File: config.mk
export PLATFORM = sky130hd
export DESIGN_NAME = ersq_seq
export DESIGN_NICKNAME = d
export VERILOG_FILES = /design/src/hdl/ersq_pin_sync.v /design/src/hdl/ersq_seq.v
export VERILOG_INCLUDE_DIRS = /design/src /design/src/hdl
export SDC_FILE = /design/constraint.sdc
export NUM_CORES = 1
export LEC_CHECK = 0
export ABC_AREA = 0
export BUFFER_PORTS_ARGS = -buffer_cell sky130_fd_sc_hd__buf_2
export CAP_MARGIN = 20
export CORE_MARGIN = 10
export CORE_UTILIZATION = 39
export DETAILED_ROUTE_END_ITERATION = 6
export SYNTH_ARGS = -nofsm -noshare
export SYNTH_HDL_FRONTEND = slang
export SYNTH_SLANG_ARGS = --single-unit
File: constraint.sdc
create_clock -name core_clk -period 3.2 [get_ports core_clk]
set_input_delay 0 -clock core_clk [delete_from_list [all_inputs] [get_ports core_clk]]
set_output_delay 0 -clock core_clk [all_outputs]
set_load 0.05 [all_outputs]
File: src/hdl/ersq_consts.vh
// Purpose: constants of the exposure/readout shutter sequencer
// Assumes: word-wide register port, 12-bit register addresses
// Notes: locations pack line in [11:0] and pixel in [25:13]
`ifndef ERSQ_CONSTS_VH
`define ERSQ_CONSTS_VH

// Register addresses
`define ERSQ_A_SYNC_DIR 12'h012
`define ERSQ_A_MODE 12'h060
`define ERSQ_A_TRIGGER 12'h061
`define ERSQ_A_READOUT_NUM 12'h062
`define ERSQ_A_EXPOSE_NUM 12'h063
`define ERSQ_A_SUBSTRATE_BIAS_OUT_MODE 12'h069
`define ERSQ_A_SUBSTRATE_BIAS_OUT_ON 12'h06a
`define ERSQ_A_SHUTTER0_ON_LOCATION 12'h06d
`define ERSQ_A_SHUTTER0_OFF_LOCATION 12'h071
`define ERSQ_A_SHUTTER_SIGNAL_1_CTRL 12'h072
`define ERSQ_A_SHUTTER1_MANUAL_ON 12'h074
`define ERSQ_A_SHUTTER1_OFF_FIELD 12'h075
`define ERSQ_A_SHUTTER_SIGNAL_1_OFF 12'h076
`define ERSQ_A_STATUS 12'h07f
`define ERSQ_A_FG_CTRL 12'h0f1

// Trigger register bits
`define ERSQ_TRG_STROBE 0
`define ERSQ_TRG_MECH_SHUTTER_OUT 1
`define ERSQ_TRG_SUBSTRATE_BIAS_OUT 4
`define ERSQ_TRG_START 7

// Shutter-1 control bits
`define ERSQ_S1_MAN_ON 0
`define ERSQ_S1_POL 1
`define ERSQ_S1_MAN_EN 2

// Substrate-bias mode bits
`define ERSQ_VS_MODE 0
`define ERSQ_VS_KEEP 1

// Field-pulse control
`define ERSQ_FG_EN 3

// Location field layout
`define ERSQ_LN_HI 11
`define ERSQ_PX_LO 13
`define ERSQ_PX_HI 25

// Reset values
`define ERSQ_RST_SYNC_DIR 1'h0
`define ERSQ_RST_MODE 3'h5
`define ERSQ_RST_COUNT 3'h1

`endif

File: src/hdl/ersq_pin_sync.v
// Purpose: three-flop synchroniser for the sync pins
// Assumes: pins are asynchronous to core_clk
// Notes: a level counts once stages two and three agree
module ersq_pin_sync (
	input wire core_clk,
	input wire sys_rst,
	input wire clkEn,
	input wire [2:0] pinIn,
	output reg [2:0] levelOut,
	output reg [2:0] fallOut
);
	reg [2:0] st1Reg; // First stage, read only by st2Reg
	reg [2:0] st2Reg; // Second stage
	reg [2:0] st3Reg; // Third stage
	integer i;

	// Shift chain, filtered level and falling-edge pulse
	always @(posedge core_clk) begin
		if (sys_rst) begin
			st1Reg <= 3'h7;
			st2Reg <= 3'h7;
			st3Reg <= 3'h7;
			levelOut <= 3'h7;
			fallOut <= 3'h0;
		end else if (clkEn) begin
			st1Reg <= pinIn;
			st2Reg <= st1Reg;
			st3Reg <= st2Reg;
			for (i = 0; i < 3; i = i + 1) begin
				// Agreeing stages update the level
				if (st2Reg[i] == st3Reg[i]) begin
					levelOut[i] <= st3Reg[i];
					fallOut[i] <= levelOut[i] & ~st3Reg[i];
				end else begin
					fallOut[i] <= 1'b0;
				end
			end
		end
	end
endmodule // ersq_pin_sync

File: src/hdl/ersq_seq.v
// Purpose: exposure, readout and shutter sequencer of a CCD timing core
// Assumes: VD/HD and sync pin arrive asynchronously, core_clk 50 MHz
// Notes: all writes land in shadows and apply at the VD falling edge
// Function
// - Suppress substrate clock for readout field count
// - Exposure suppresses substrate clock and sensor gate
// - Trigger write arms signals and starts operation
// - Readout follows exposure without host write
// - Writes apply at next VD/HD falling edge; the code applies them at the VD fall only
// - Bias mode zero: bias on at line
// - Strobe on/off at shutter-0 locations
// - Shutter off at field/line/pixel; on at on line/pixel in field zero if off
// - Each readout field starts at VD fall
// - Manual enable plus on forces shutter on
// - Gate resumes at readout start; after readout: clock resume, bias off
// - Mode write sets next field sequence length
// - Gated pulse uses shutter-1 line/pixel only
// - Three-bit field selects gated pulse field
// - Gated pulse output only while enabled
// - Direction bit: pin output or sync input
// - Control bit 1 gives pulse start polarity
// - First toggle at on line and pixel
// - Second toggle at off line and pixel
// - Keep-on bit holds bias after readout
`include "ersq_consts.vh"
module ersq_seq (
	input wire core_clk,
	input wire sys_rst,
	input wire clkEn,
	input wire [11:0] regAddr,
	input wire [31:0] regWrData,
	input wire regWr,
	input wire regRd,
	output reg [31:0] regRdData,
	input wire vdPinIn,
	input wire hdPinIn,
	input wire syncPinIn,
	output reg strobeOut,
	output reg mechShutterOut,
	output reg substrateBiasOut,
	output reg substrateClockEn,
	output reg sensorGateEn,
	output reg syncPinOut,
	output reg syncPinOe
);
	// Sequencer states
	localparam ST_IDLE = 2'h0;
	localparam ST_EXPOSE = 2'h1;
	localparam ST_READOUT = 2'h2;

	wire [2:0] pinLevel; // Filtered pin levels
	wire [2:0] pinFall; // Falling-edge pulses
	wire vdFall; // Field boundary
	wire hdFall; // Line boundary

	// Shadow copies written by software
	reg syncDirSh;
	reg [2:0] modeSh;
	reg [7:0] trigSh;
	reg trigPendSh; // Trigger written since last update
	reg [2:0] readNumSh;
	reg [2:0] expNumSh;
	reg [1:0] vsModeSh;
	reg [11:0] vsOnSh;
	reg [25:0] s0OnSh;
	reg [25:0] s0OffSh;
	reg [2:0] s1CtrlSh;
	reg s1CtrlPendSh; // Control written since last update
	reg [25:0] s1OnSh;
	reg [11:0] s1OffFdSh;
	reg [25:0] s1OffSh;
	reg [3:0] fgCtrlSh;

	// Active copies used by the logic
	reg syncDir_reg;
	reg [2:0] mode_reg;
	reg [2:0] readNum_reg;
	reg [2:0] expNum_reg;
	reg [1:0] vsMode_reg;
	reg [11:0] vsOn_reg;
	reg [25:0] s0On_reg;
	reg [25:0] s0Off_reg;
	reg [2:0] s1Ctrl_reg;
	reg [25:0] s1On_reg;
	reg [11:0] s1OffFd_reg;
	reg [25:0] s1Off_reg;
	reg [3:0] fgCtrl_reg;

	// Timing and sequence state
	reg [12:0] pixCnt_reg; // Pixel within line
	reg [11:0] lineCnt_reg; // Line within field
	reg [11:0] opField_reg; // Field since operation start
	reg [2:0] modeField_reg; // Field within mode sequence
	reg [2:0] fieldsLeft_reg; // Fields left in this phase
	reg [1:0] state_reg;
	reg armStrobe_reg;
	reg armMshut_reg;
	reg armVsub_reg;
	reg fgPulse_reg; // Gated pulse level

	// Location compare against current counters
	function locHit;
		input [25:0] loc;
		input [11:0] ln;
		input [12:0] px;
		begin
			locHit = (loc[`ERSQ_LN_HI:0] == ln) &&
				(loc[`ERSQ_PX_HI:`ERSQ_PX_LO] == px);
		end
	endfunction

	// Pin synchroniser: bit0 VD, bit1 HD, bit2 sync input
	ersq_pin_sync u_sync (
		.core_clk(core_clk),
		.sys_rst(sys_rst),
		.clkEn(clkEn),
		.pinIn({syncPinIn, hdPinIn, vdPinIn}),
		.levelOut(pinLevel),
		.fallOut(pinFall)
	);
	assign vdFall = pinFall[0];
	assign hdFall = pinFall[1];

	// Register port: shadow writes and read-back
	always @(posedge core_clk) begin
		if (sys_rst) begin
			syncDirSh <= `ERSQ_RST_SYNC_DIR;
			modeSh <= `ERSQ_RST_MODE;
			trigSh <= 8'h00;
			trigPendSh <= 1'b0;
			readNumSh <= `ERSQ_RST_COUNT;
			expNumSh <= `ERSQ_RST_COUNT;
			vsModeSh <= 2'h0;
			vsOnSh <= 12'h000;
			s0OnSh <= 26'h0000000;
			s0OffSh <= 26'h0000000;
			s1CtrlSh <= 3'h0;
			s1CtrlPendSh <= 1'b0;
			s1OnSh <= 26'h0000000;
			s1OffFdSh <= 12'h000;
			s1OffSh <= 26'h0000000;
			fgCtrlSh <= 4'h0;
			regRdData <= 32'h00000000;
		end else if (clkEn) begin
			// Pending flags drop at the update edge; a write wins
			if (vdFall) begin
				trigPendSh <= 1'b0;
				s1CtrlPendSh <= 1'b0;
			end
			if (regWr) begin
				case (regAddr)
					`ERSQ_A_SYNC_DIR: syncDirSh <= regWrData[0];
					`ERSQ_A_MODE: modeSh <= regWrData[2:0];
					`ERSQ_A_TRIGGER: begin
						trigSh <= regWrData[7:0];
						trigPendSh <= 1'b1;
					end
					`ERSQ_A_READOUT_NUM: readNumSh <= regWrData[2:0];
					`ERSQ_A_EXPOSE_NUM: expNumSh <= regWrData[2:0];
					`ERSQ_A_SUBSTRATE_BIAS_OUT_MODE: vsModeSh <= regWrData[1:0];
					`ERSQ_A_SUBSTRATE_BIAS_OUT_ON: vsOnSh <= regWrData[11:0];
					`ERSQ_A_SHUTTER0_ON_LOCATION: s0OnSh <= regWrData[25:0];
					`ERSQ_A_SHUTTER0_OFF_LOCATION: s0OffSh <= regWrData[25:0];
					`ERSQ_A_SHUTTER_SIGNAL_1_CTRL: begin
						s1CtrlSh <= regWrData[2:0];
						s1CtrlPendSh <= 1'b1;
					end
					`ERSQ_A_SHUTTER1_MANUAL_ON: s1OnSh <= regWrData[25:0];
					`ERSQ_A_SHUTTER1_OFF_FIELD: s1OffFdSh <= regWrData[11:0];
					`ERSQ_A_SHUTTER_SIGNAL_1_OFF: s1OffSh <= regWrData[25:0];
					`ERSQ_A_FG_CTRL: fgCtrlSh <= regWrData[3:0];
					default: begin
						// Unmapped writes are dropped
					end
				endcase
			end
			// Read data one cycle after the strobe, else zero
			regRdData <= 32'h00000000;
			if (regRd) begin
				case (regAddr)
					`ERSQ_A_SYNC_DIR: regRdData <= {31'h0, syncDirSh};
					`ERSQ_A_MODE: regRdData <= {29'h0, modeSh};
					`ERSQ_A_TRIGGER: regRdData <= {24'h0, trigSh};
					`ERSQ_A_READOUT_NUM: regRdData <= {29'h0, readNumSh};
					`ERSQ_A_EXPOSE_NUM: regRdData <= {29'h0, expNumSh};
					`ERSQ_A_SUBSTRATE_BIAS_OUT_MODE: regRdData <= {30'h0, vsModeSh};
					`ERSQ_A_SUBSTRATE_BIAS_OUT_ON: regRdData <= {20'h0, vsOnSh};
					`ERSQ_A_SHUTTER0_ON_LOCATION: regRdData <= {6'h0, s0OnSh};
					`ERSQ_A_SHUTTER0_OFF_LOCATION: regRdData <= {6'h0, s0OffSh};
					`ERSQ_A_SHUTTER_SIGNAL_1_CTRL: regRdData <= {29'h0, s1CtrlSh};
					`ERSQ_A_SHUTTER1_MANUAL_ON: regRdData <= {6'h0, s1OnSh};
					`ERSQ_A_SHUTTER1_OFF_FIELD:
						regRdData <= {20'h0, s1OffFdSh};
					`ERSQ_A_SHUTTER_SIGNAL_1_OFF: regRdData <= {6'h0, s1OffSh};
					`ERSQ_A_FG_CTRL: regRdData <= {28'h0, fgCtrlSh};
					`ERSQ_A_STATUS: regRdData <= {14'h0,
						pinLevel[2], 4'h0, trigPendSh, modeField_reg,
						fieldsLeft_reg, state_reg, fgPulse_reg,
						substrateBiasOut, mechShutterOut, strobeOut};
					default: regRdData <= 32'h00000000;
				endcase
			end
		end
	end

	// Pixel and line counters from HD and VD falls
	always @(posedge core_clk) begin
		if (sys_rst) begin
			pixCnt_reg <= 13'h0000;
			lineCnt_reg <= 12'h000;
		end else if (clkEn) begin
			if (hdFall) begin
				pixCnt_reg <= 13'h0000;
			end else begin
				pixCnt_reg <= pixCnt_reg + 13'h0001;
			end
			if (vdFall) begin
				lineCnt_reg <= 12'h000;
			end else if (hdFall) begin
				lineCnt_reg <= lineCnt_reg + 12'h001;
			end
		end
	end

	// Copy shadows to active registers at the field edge
	always @(posedge core_clk) begin
		if (sys_rst) begin
			syncDir_reg <= `ERSQ_RST_SYNC_DIR;
			mode_reg <= `ERSQ_RST_MODE;
			readNum_reg <= `ERSQ_RST_COUNT;
			expNum_reg <= `ERSQ_RST_COUNT;
			vsMode_reg <= 2'h0;
			vsOn_reg <= 12'h000;
			s0On_reg <= 26'h0000000;
			s0Off_reg <= 26'h0000000;
			s1Ctrl_reg <= 3'h0;
			s1On_reg <= 26'h0000000;
			s1OffFd_reg <= 12'h000;
			s1Off_reg <= 26'h0000000;
			fgCtrl_reg <= 4'h0;
		end else if (clkEn && vdFall) begin
			syncDir_reg <= syncDirSh;
			mode_reg <= modeSh;
			readNum_reg <= readNumSh;
			expNum_reg <= expNumSh;
			vsMode_reg <= vsModeSh;
			vsOn_reg <= vsOnSh;
			s0On_reg <= s0OnSh;
			s0Off_reg <= s0OffSh;
			s1Ctrl_reg <= s1CtrlSh;
			s1On_reg <= s1OnSh;
			s1OffFd_reg <= s1OffFdSh;
			s1Off_reg <= s1OffSh;
			fgCtrl_reg <= fgCtrlSh;
		end
	end

	// Exposure and readout sequencer with shutter outputs
	always @(posedge core_clk) begin
		if (sys_rst) begin
			state_reg <= ST_IDLE;
			fieldsLeft_reg <= 3'h0;
			opField_reg <= 12'h000;
			armStrobe_reg <= 1'b0;
			armMshut_reg <= 1'b0;
			armVsub_reg <= 1'b0;
			strobeOut <= 1'b0;
			mechShutterOut <= 1'b0;
			substrateBiasOut <= 1'b0;
			substrateClockEn <= 1'b1;
			sensorGateEn <= 1'b1;
		end else if (clkEn) begin
			if (vdFall) begin
				opField_reg <= opField_reg + 12'h001;
				case (state_reg)
					ST_IDLE: begin
						// Applied trigger arms and starts
						if (trigPendSh && trigSh[`ERSQ_TRG_START]) begin
							state_reg <= ST_EXPOSE;
							fieldsLeft_reg <= expNumSh;
							opField_reg <= 12'h000;
							armStrobe_reg <= trigSh[`ERSQ_TRG_STROBE];
							// Manual control must be clear to arm
							armMshut_reg <= trigSh[`ERSQ_TRG_MECH_SHUTTER_OUT] &
								~s1CtrlSh[`ERSQ_S1_MAN_EN];
							armVsub_reg <= trigSh[`ERSQ_TRG_SUBSTRATE_BIAS_OUT];
							if (trigSh[`ERSQ_TRG_SUBSTRATE_BIAS_OUT] &&
								vsModeSh[`ERSQ_VS_MODE]) begin
								substrateBiasOut <= 1'b1;
							end
						end
					end
					ST_EXPOSE: begin
						if (fieldsLeft_reg <= 3'h1) begin
							state_reg <= ST_READOUT;
							fieldsLeft_reg <= readNum_reg;
							armStrobe_reg <= 1'b0;
						end else begin
							fieldsLeft_reg <= fieldsLeft_reg - 3'h1;
						end
					end
					ST_READOUT: begin
						// Each VD fall opens the next readout field
						if (fieldsLeft_reg <= 3'h1) begin
							state_reg <= ST_IDLE;
							fieldsLeft_reg <= 3'h0;
							armMshut_reg <= 1'b0;
							armVsub_reg <= 1'b0;
							if (!vsMode_reg[`ERSQ_VS_KEEP]) begin
								substrateBiasOut <= 1'b0;
							end
						end else begin
							fieldsLeft_reg <= fieldsLeft_reg - 3'h1;
						end
					end
					default: state_reg <= ST_IDLE;
				endcase
			end else if (state_reg == ST_EXPOSE) begin
				// Bias on at the programmed line in mode zero
				if (armVsub_reg && !vsMode_reg[`ERSQ_VS_MODE] &&
					lineCnt_reg == vsOn_reg) begin
					substrateBiasOut <= 1'b1;
				end
				// Strobe window
				if (armStrobe_reg &&
					locHit(s0On_reg, lineCnt_reg, pixCnt_reg)) begin
					strobeOut <= 1'b1;
				end else if (locHit(s0Off_reg, lineCnt_reg,
					pixCnt_reg)) begin
					strobeOut <= 1'b0;
				end
			end
			// Mechanical shutter: auto off, on only when not on
			if (armMshut_reg && state_reg != ST_IDLE && !vdFall) begin
				if (opField_reg == s1OffFd_reg &&
					locHit(s1Off_reg, lineCnt_reg, pixCnt_reg)) begin
					mechShutterOut <= 1'b0;
					armMshut_reg <= 1'b0;
				end else if (!mechShutterOut && opField_reg == 12'h000 &&
					locHit(s1On_reg, lineCnt_reg, pixCnt_reg)) begin
					mechShutterOut <= 1'b1;
				end
			end
			// Manual force applied with the control update
			if (vdFall && s1CtrlPendSh &&
				s1CtrlSh[`ERSQ_S1_MAN_EN]) begin
				mechShutterOut <= s1CtrlSh[`ERSQ_S1_MAN_ON];
			end
			// Suppression of substrate clock and sensor gate
			substrateClockEn <= (state_reg == ST_IDLE);
			sensorGateEn <= (state_reg != ST_EXPOSE);
		end
	end

	// Mode field counter and field-gated pulse
	always @(posedge core_clk) begin
		if (sys_rst) begin
			modeField_reg <= 3'h0;
			fgPulse_reg <= 1'b0;
			syncPinOut <= 1'b0;
			syncPinOe <= 1'b1;
		end else if (clkEn) begin
			if (vdFall) begin
				// Sequence length follows the applied mode write
				if (modeField_reg + 3'h1 >= mode_reg) begin
					modeField_reg <= 3'h0;
				end else begin
					modeField_reg <= modeField_reg + 3'h1;
				end
				// Polarity being applied at this edge, not the old one
				fgPulse_reg <= s1CtrlSh[`ERSQ_S1_POL];
			end else if (modeField_reg == fgCtrl_reg[2:0]) begin
				// Toggles only in the selected field, no field regs
				if (locHit(s1On_reg, lineCnt_reg, pixCnt_reg)) begin
					fgPulse_reg <= ~s1Ctrl_reg[`ERSQ_S1_POL];
				end else if (locHit(s1Off_reg, lineCnt_reg,
					pixCnt_reg)) begin
					fgPulse_reg <= s1Ctrl_reg[`ERSQ_S1_POL];
				end
			end
			// Pin drives the pulse only as an enabled output
			syncPinOe <= ~syncDir_reg;
			syncPinOut <= ~syncDir_reg & fgCtrl_reg[`ERSQ_FG_EN] &
				fgPulse_reg;
		end
	end
endmodule // ersq_seq

## Yosys cells after proc, flatten, opt, wreduce, memory -nomap -nowiden

Index checks and enable logic that the tools add are counted.

- $add $sub $neg: 5
- $mul: 0
- Divide/modulo/power cells: 0
- Order comparisons: 2
- Equal/unequal tests: 40
- Shift-type cells: 0
- Muxes and demuxes: 53
- Bitwise logic cells: 11
- Reductions and logical operators: 61

Operators with widths:

| kind | count |
|---|---|
| case mux 26 bit (15 select lines) | 1 |
| == test 12 x 7 -> 1 bit, second input constant | 13 |
| == test 12 bit | 6 |
| == test 13 bit | 4 |
| 2-to-1 mux 12 bit | 4 |
| AND reduction 3 bit | 16 |
| 2-to-1 mux 1 bit | 33 |
| 2-to-1 mux 26 bit | 1 |
| adder 12 x 1 -> 12 bit, second input constant | 2 |
| nonzero test 2 bit | 9 |
| logical AND 1 bit | 17 |
| inequality test 3 bit, second input constant | 5 |
| AND reduction 5 bit | 3 |
| adder 13 x 1 -> 13 bit, second input constant | 1 |
| 2-to-1 mux 13 bit | 1 |
| == test 12 x 5 -> 1 bit, second input constant | 1 |
| == test 12 x 8 -> 1 bit, second input constant | 1 |
| logical NOT 12 bit | 1 |
| 2-to-1 mux 3 bit | 4 |
| AND reduction 2 bit | 5 |
| case mux 3 bit (3 select lines) | 1 |
| nonzero test 3 bit | 3 |
| case mux 1 bit (2 select lines) | 4 |
| AND reduction 4 bit | 2 |
| 17 further kinds | 34 |

- Register bits after elaboration: 402
- Bits in latches: 0
- RAM bits: 0
- ROM bits: 0
- Bits of input ports: 52
- Output and inout bits: 39
- Logic and storage cells: 225
- Memories: 0

## Longest topological paths before layout

Gate-level depths: netlist of the first run.

- Depth after elaboration: 7
- Depth in mapped cells: 10
- Depth with buffers taken out: 9

## Cells and area by module

A second synthesis of the first run with hierarchy kept.

- Cell total of the unflattened synthesis: 2175
- Area, all modules: 17495.5 µm²

Modules (own cells, without submodules):

| module | times used | cells each | area each (µm²) | sequential area each (µm²) |
|---|---|---|---|---|
| ersq_seq | 1 | 2117 | 16874.9 | 7547.2 |
| ersq_pin_sync | 1 | 58 | 620.6 | 300.3 |

## Least setup slack after synthesis of the first run

Ideal clock, no wire load.

- Path type: reg-to-reg
- Start point: register lineCnt_reg[6]
- End point: register armMshut_reg
- Setup time: 132 ps
- Arrival: 1897 ps
- Data required time: 3068 ps
- Slack: 1171 ps
- Stages on the path, launching flop included: 9
- Buffers on the path: 1
- Clock period less this slack: 2029 ps
- Cell sequence: dfxtp_1 clkbuf_1 xor2_1 nor4_1 nand4_1 nor4_1 nand4_1 o311ai_0 a21oi_1

- Word-level cells in the longest chain between the ends: 5

Ends and longest elaborated chain:

| item | RTL line | RTL |
|---|---|---|
| start, declared | ersq_seq.v:91 | `reg [11:0] lineCnt_reg;` |
| start signal, assigned | ersq_seq.v:220 | `lineCnt_reg <= lineCnt_reg + 12'h001;` |
| == test 12 bit | ersq_seq.v:107 | `` locHit = (loc[`ERSQ_LN_HI:0] == ln) && `` |
| logical AND 1 bit | ersq_seq.v:107 |  |
| logical AND 1 bit | ersq_seq.v:335 | `if (opField_reg == s1OffFd_reg &&` |
| 2-to-1 mux 1 bit | ersq_seq.v:335 |  |
| 2-to-1 mux 1 bit | ersq_seq.v:334 | `if (armMshut_reg && state_reg != ST_IDLE && !vdFall) begin` |
| end signal, assigned | ersq_seq.v:284 | `` armMshut_reg <= trigSh[`ERSQ_TRG_MECH_SHUTTER_OUT] & `` |
| end, declared | ersq_seq.v:97 | `reg armMshut_reg;` |

Every way passes these cells.
A chain may end at the register's enable or synchronous reset.

## Worst setup path after layout of the first run

- Start point: register pixCnt_reg[8]
- End point: register fgPulse_reg

- Word-level cells in the longest chain between the ends: 5
- Elaborated cells between the ends (all ways): 9
- Those cells by class: eq/ne: 2; mux: 3; reduce/logical: 4

Ends and longest elaborated chain:

| item | RTL line | RTL |
|---|---|---|
| start, declared | ersq_seq.v:90 | `reg [12:0] pixCnt_reg;` |
| start signal, assigned | ersq_seq.v:215 | `pixCnt_reg <= pixCnt_reg + 13'h0001;` |
| == test 13 bit | ersq_seq.v:108 | `` (loc[`ERSQ_PX_HI:`ERSQ_PX_LO] == px); `` |
| logical AND 1 bit | ersq_seq.v:107 |  |
| 2-to-1 mux 1 bit | ersq_seq.v:374 | `if (locHit(s1On_reg, lineCnt_reg, pixCnt_reg)) begin` |
| 2-to-1 mux 1 bit | ersq_seq.v:372 | `end else if (modeField_reg == fgCtrl_reg[2:0]) begin` |
| 2-to-1 mux 1 bit | ersq_seq.v:363 | `if (vdFall) begin` |
| end signal, assigned | ersq_seq.v:371 | `` fgPulse_reg <= s1CtrlSh[`ERSQ_S1_POL]; `` |
| end signal, assigned | ersq_seq.v:375 | `` fgPulse_reg <= ~s1Ctrl_reg[`ERSQ_S1_POL]; `` |
| end signal, assigned | ersq_seq.v:378 | `` fgPulse_reg <= s1Ctrl_reg[`ERSQ_S1_POL]; `` |
| end, declared | ersq_seq.v:99 | `reg fgPulse_reg;` |

Several ways; a longest one is shown, not always the timed one. The select of a mux whose other input is x is not followed.

==> metrics.md, run 1 <==
| Metric | Value |
|---|---|
| Outcome | complete, no violations |
| Most used DFF post-synth | dfxtp_1 |
| Seq pwr share | 47.8% |
| CTS tree | yes |
| Die Wd | 229.1 um |
| Max Slew Vio Count | 0 |
| First-pass GRT wire length | 87950 um |
| Ys async rst share | 0% |
| Final setup margin | 0.5915 ns |
| Vias in the first global route | 14640 |
| CTS Buf Count | 42 |
| Clk pin slew, worst setup/hold paths | 0.06 ns |
| Sw Ratio | 22.23% |
| Comb pwr share | 3.7% |
| Final Cell Area | 0.01973 sq mm |
| Placement Cell Area | 0.01803 sq mm |
| Crit path launch type | register |
| Root buffer cell | clkbuf_16 |
| Largest net degree at the start of global routing | 123 |
| Final net count | 2261 |
| Initial Util | 39.49% |
| Pwr/cell area | 518.3 mW/mm^2 |
| Synth cell types | 65 |
| Commonest cells after routing, fill and taps aside | nand2_1, dfxtp_1, a21oi_1, xor2_1, buf_2 |
| Final setup viols | 0 |
| Average cell area after synthesis | 7.952 sq um |
| Area Growth Syn to Fin | 15.75% |
| Vias/cell | 5.508 |
| H-tree levels | 2 |
| Post-Synthesis Cells | 2144 |
| Setup TNS Final | 0 ns |
| Worst VDD drop | 0.4264 mV |
| Num ports | 91 |
| Clk_skew | 0.02325 ns |
| Die H | 229.1 um |
| Cells along the critical path | xor2_1 > nor4_1 > nand4_1 > nor4_2 > buf_4 > o21ai_0 > a221oi_1 > a41o_1 |
| Psw | 2274 uW |
| Final HPWL DP | 39820 um |
| Initial antenna violation count | 1 |
| Max-slew headroom | 41.92% |
| Clock power share | 48.5% |
| Crit path largest cell delay | 0.70 ns |
| Die area | 0.05248 sq mm |
| Wire per inst | 20.58 um |
| Slowest cell on crit path | nor4_1 |
| Via Count | 15460 |
| Final hold vios | 0 |
| Gr ovfl total | 0 |
| Sequential share of the synthesized area | 45.91% |
| RSZ-0062 raised after global routing | no |
| Final min period | 2.608 ns |
| Detailed Routing Iterations Pass 1 | 6 |
| Tcrit/Tclk final | 81.51% |
| Internal Power | 7955 uW |
| Core ar. | 0.04317 sq mm |
| Slew @ Worst Pin | 0.8711 ns |
| Row count | 76 |
| Yosys reg bits | 391 |
| Drt drc | 0 |
| DRT antenna net count | 0 |
| Inserted Diodes | 0 |
| Crit path capture type | register |
| Setup Buffers After CTS | 0 |
| Share of layout cells above drive strength 1 | 10.09% |
| Fmax | 383.4 MHz |
| CP bufs+invs | 1 |
| Dpl cells | 2704 |
| CP Data Required Time | 3.69 ns |
| Total GRT Usage | 20.98% |
| Crit-path leading delay family | simple AND/OR/NAND/NOR gates |
| Crit path max fanout | 7 |
| EDFF count, synth | 0 |
| Deepest clock path buffer count | 3 |
| Drt initial violations | 1729 |
| Dpl ws | 0.6524 ns |
| Worst Path Arrival | 3.10 ns |
| Drt total wl | 57750 um |
| Port-buffer cells | 78 |
| Critical path class | reg -> reg |
| Yosys warning count | 0 |
| Routability congestion estimate from global placement | 0.9199 |
| Synth Cell Area | 0.01705 sq mm |
| Commonest non-fill, non-tap cell in the layout | nand2_1 |
| Clk sinks | 391 |
| Worst-Skew Late Latency | 0.55 ns |
| Hold_ws | 0.02194 ns |
| Pleak | 0.007260 uW |
| HP Class | in -> reg |
| Maxcap violations | 0 |
| Non-filler instance count after layout | 2806 |
==> power by group through the flow <==
stage	combinational, uW	clock, uW	sequential [uW]
finish	378	4960	4890
floorplan	202	0	4990
global route	398	5210	4890
global placement	336	0	5000
CTS	372	5020	4890
detailed placement	339	0	5000
==> cell type report <==
type / instances / area (sq um)
Multi-Input combinational cell: 1568 / 8503
Fill cell: 4336 / 23440
Tap cell: 585 / 732.0
Clock inverter: 13 / 198.9
Clock buffer: 56 / 1175
Sequential cell: 391 / 7828
Inverter: 23 / 86.33
Timing Repair Buffer: 170 / 1211
==> kinds of logic after synthesis <==
logic type / synth area share [%]
compound gates: 15.86
mux: 2.216
simple gates: 22.32
other cells: 0.02200
buf+inv: 4.653
fa+ha+maj: 0.9541
xor+xnor: 8.065
flops: 45.91
==> worst paths after layout <==
check,from,cells after the start,slack [ns],end
worst max-delay path,pixCnt_reg[8]$_SDFFE_PP0P_,8,0.59,fgPulse_reg$_SDFFE_PP0P_
worst min register to register,fgCtrl_reg[3]$_SDFFE_PP0P_,2,0.46,fgCtrl_reg[3]$_SDFFE_PP0P_
worst max register to register,pixCnt_reg[8]$_SDFFE_PP0P_,8,0.59,fgPulse_reg$_SDFFE_PP0P_
worst min-delay path,regAddr[7],5,0.02,fgCtrlSh[1]$_SDFFE_PP0P_
==> worst register-to-register path: stages, from the launching register on <==
cell and delay [ns]:
dfxtp_1 0.47, xor2_1 0.13, nor4_1 0.70, nand4_1 0.21, nor4_2 0.32, buf_4 0.19, o21ai_0 0.12, a221oi_1 0.28
a41o_1 0.13
==> repair_timing <==
action                    in CTS  in global routing
hold endpoints to repair     164                  0
gates resized for setup        0                  0
hold buffers                  33                  0
==> metal layers <==
| metal | routed length, um | track usage [%] |
|---|---|---|
| met1 | 25040 | 28.32 |
| met3 | 4219 | 2.744 |
| met4 | 1789 | 6.973 |
| met5 | 12 | 0 |
| met2 | 26690 | 33.96 |
==> metrics by stage <==
stage               utilization, %  total power, uW
finish                       45.71            10230
global route                 45.71            10490
CTS                          45.71            10280
detailed placement           41.76             5339
global placement             41.76             5336
floorplan                        -             5193
==> synthesized netlist by cell type (all sizes together) (3+ instances only) <==
cell type / count / share of area [%]
xnor2: 63 / 3.2
or3: 6 / 0.22
o211ai: 5 / 0.22
buf: 41 / 1.4
o31ai: 3 / 0.13
and3: 15 / 0.55
mux2i: 31 / 1.8
dfxtp: 391 / 46
nor2b: 7 / 0.26
a221oi: 7 / 0.36
a31oi: 3 / 0.11
xor2: 94 / 4.8
nand4: 23 / 0.84
a21oi: 313 / 9.2
a222oi: 23 / 1.4
nor4: 32 / 1.5
mux4: 3 / 0.40
nand2b: 10 / 0.37
clkbuf: 126 / 2.8
inv: 23 / 0.51
o21ai: 40 / 1.2
nor2: 77 / 1.7
nand3b: 3 / 0.13
and2: 8 / 0.29
ha: 13 / 0.95
a32oi: 4 / 0.21
nand2: 661 / 15
nand3: 34 / 1.0
nor3: 11 / 0.47
a22o: 22 / 1.1
and4: 4 / 0.21
a22oi: 20 / 0.88
No activity file was read; power rests on OpenSTA's default activity.
==> run 2, diff against run 1 <==
==> constraint.sdc (replaced) <==
create_clock -name core_clk -period 2.5 [get_ports core_clk]
set_input_delay 0 -clock core_clk [delete_from_list [all_inputs] [get_ports core_clk]]
set_output_delay 0 -clock core_clk [all_outputs]
set_load 0.05 [all_outputs]
==> metrics.md, run 2 (synthesized netlist as in run 1, its figures left out) <==
| Metric | Value |
|---|---|
| First-pass GRT wire length | 89400 um |
| Setup slack, reg-to-reg | 0.08 ns |
| Die Wd | 229.1 um |
| Total GRT Usage | 21.40% |
| Fmax | 413.7 MHz |
| Die H | 229.1 um |
| Vias in the first global route | 14820 |
| RSZ-0062 raised after global routing | no |
| Worst VDD drop | 0.5281 mV |
| Power Total | 12950 uW |
| Layout fillers | 4306 |
| Critical path class | reg -> reg |
| Detailed Routing Iterations Pass 1 | 7 |
| Initial Util | 39.49% |
| Drt drc | 22 |
| Crit path launch type | register |
| Dpl ws | -0.2453 ns |
| Deepest clock path buffer count | 3 |
| Pwr/cell area | 646.7 mW/mm^2 |
| Non-filler instance count after layout | 2840 |
| Die area | 0.05248 sq mm |
| Wire per inst | 20.78 um |
| Placement Cell Area | 0.01830 sq mm |
| Dpl cells | 2730 |
| Crit path capture type | register |
| Final net count | 2289 |
| CP Data Required Time | 2.95 ns |
| Failing checks | design-rule violations |
| Min-delay src | regAddr[7] |
| Commonest non-fill, non-tap cell in the layout | nand2_1 |
| Core ar. | 0.04317 sq mm |
| Pleak | 0.007421 uW |
| Reg-to-Reg Start | lineCnt_reg[1]$_SDFFE_PP0P_ |
| Reg2reg path depth | 8 |
| Drt initial violations | 1584 |
| Multi-input gate area | 0.008531 sq mm |
| Setup Buffers After CTS | 0 |
| Worst Setup SP | lineCnt_reg[1]$_SDFFE_PP0P_ |
| Slew @ Worst Pin | 0.7242 ns |
| Max Slew Vio Count | 0 |
| Via Count | 15640 |
| Worst Path Arrival | 2.86 ns |
| Num ports | 91 |
| Inserted Diodes | 0 |
| Routability congestion estimate from global placement | 0.9440 |
| Maxcap violations | 0 |
| Final min period | 2.417 ns |
| Clk pin slew, worst setup/hold paths | 0.07 ns |
| Share of layout cells above drive strength 1 | 11.40% |
| Crit path max fanout | 4 |
| R2r endpoint | armMshut_reg$_SDFFE_PP0P_ |
| Port-buffer cells | 78 |
| Clk sinks | 391 |
| Tcrit/Tclk final | 96.69% |
| Worst-Skew Late Latency | 0.57 ns |
| HP Class | in -> reg |
| Max-slew headroom | 51.21% |
| Area Growth Syn to Fin | 17.46% |
| Final Cell Area | 0.02003 sq mm |
| CTS tree | yes |
| Final hold vios | 0 |
| WHS Endpoint | fgCtrlSh[3]$_SDFFE_PP0P_ |
| Root buffer cell | clkbuf_16 |
| Final setup viols | 0 |
| Largest net degree at the start of global routing | 133 |
| Gr ovfl total | 0 |
| Vias/cell | 5.506 |
| Worst Hold Depth | 5 |
| Row count | 76 |
| Drt total wl | 59000 um |
| Commonest cells after routing, fill and taps aside | nand2_1, dfxtp_1, a21oi_1, xor2_1, buf_2 |
| Final HPWL DP | 40920 um |
| Final setup margin | 0.08282 ns |
| DRT antenna net count | 0 |
| H-tree levels | 2 |
| Sequential Area | 0.007833 sq mm |
| Initial antenna violation count | 0 |
| CTS Buf Count | 43 |
| Clk_skew | 0.02903 ns |
| Outcome | complete, but fails checks |
-- run 2: final cells by class --
| class | instances | area share [%] |
|---|---|---|
| clock buffer | 66 | 6.204 |
| clock inverter | 10 | 0.5498 |
| inverter | 23 | 0.4311 |
| multi-input combinational | 1568 | 42.60 |
| sequential | 391 | 39.11 |
| tap | 585 | 3.655 |
| timing repair buffer | 197 | 7.448 |
-- run 2: how the worst max path moves through the flow --
stage / end / slack [ns] / cells after the start
6_report: armMshut_reg$_SDFFE_PP0P_ / 0.08 / 8
5_1_grt: armMshut_reg$_SDFFE_PP0P_ / 0.004 / 8
4_1_cts: armMshut_reg$_SDFFE_PP0P_ / 0.04 / 8
3_5_place_dp: armMshut_reg$_SDFFE_PP0P_ / -0.25 / 8
3_3_place_gp: armMshut_reg$_SDFFE_PP0P_ / -0.28 / 8
2_1_floorplan: armMshut_reg$_SDFFE_PP0P_ / 0.47 / 8
-- run 2: worst max-delay path, cell delays in order (launching register included) --
cell      delay [ns]
dfxtp_1         0.48
xor2_1          0.12
nor4_1          0.24
nand4_1         0.20
nor4_4          0.43
buf_4           0.18
nand4_1         0.19
o311ai_0        0.35
a21oi_1         0.11
-- run 2: per-stage QoR --
| stage | setup TNS [ns] | utilization [%] | hold slack (ns) |
|---|---|---|---|
| 5_1_grt | 0 | 46.39 | 0.07005 |
| 6_report | 0 | 46.39 | 0.04238 |
| 4_1_cts | 0 | 46.35 | 0.02354 |
| 2_1_floorplan | 0 | - | 0.1284 |
| 3_3_place_gp | -0.2829 | 42.39 | 0.2170 |
| 3_5_place_dp | -0.2977 | 42.39 | 0.2254 |
-- run 2: power by group --
group	switching (uW)	internal (uW)
sequential	16.0	6240
combinational	353	158
clock	2550	3620
-- run 2: per-layer routing --
metal	share of wire (%)	vias to the layer above	track usage (%)
met3	7.6	92	3.968
met2	46	630	34.58
met4	2.3	0	6.228
li1	-	7364	-
met5	0	-	0
met1	44	7551	28.55
-- run 2: what timing repair did --
| item | 4_1_cts | 5_1_grt |
|---|---|---|
| hold buffers | 34 | 0 |
| resized for setup | 3 | 5 |
| hold endpoints to repair | 177 | 0 |
| endpoints found under the setup margin | 3 | 2 |
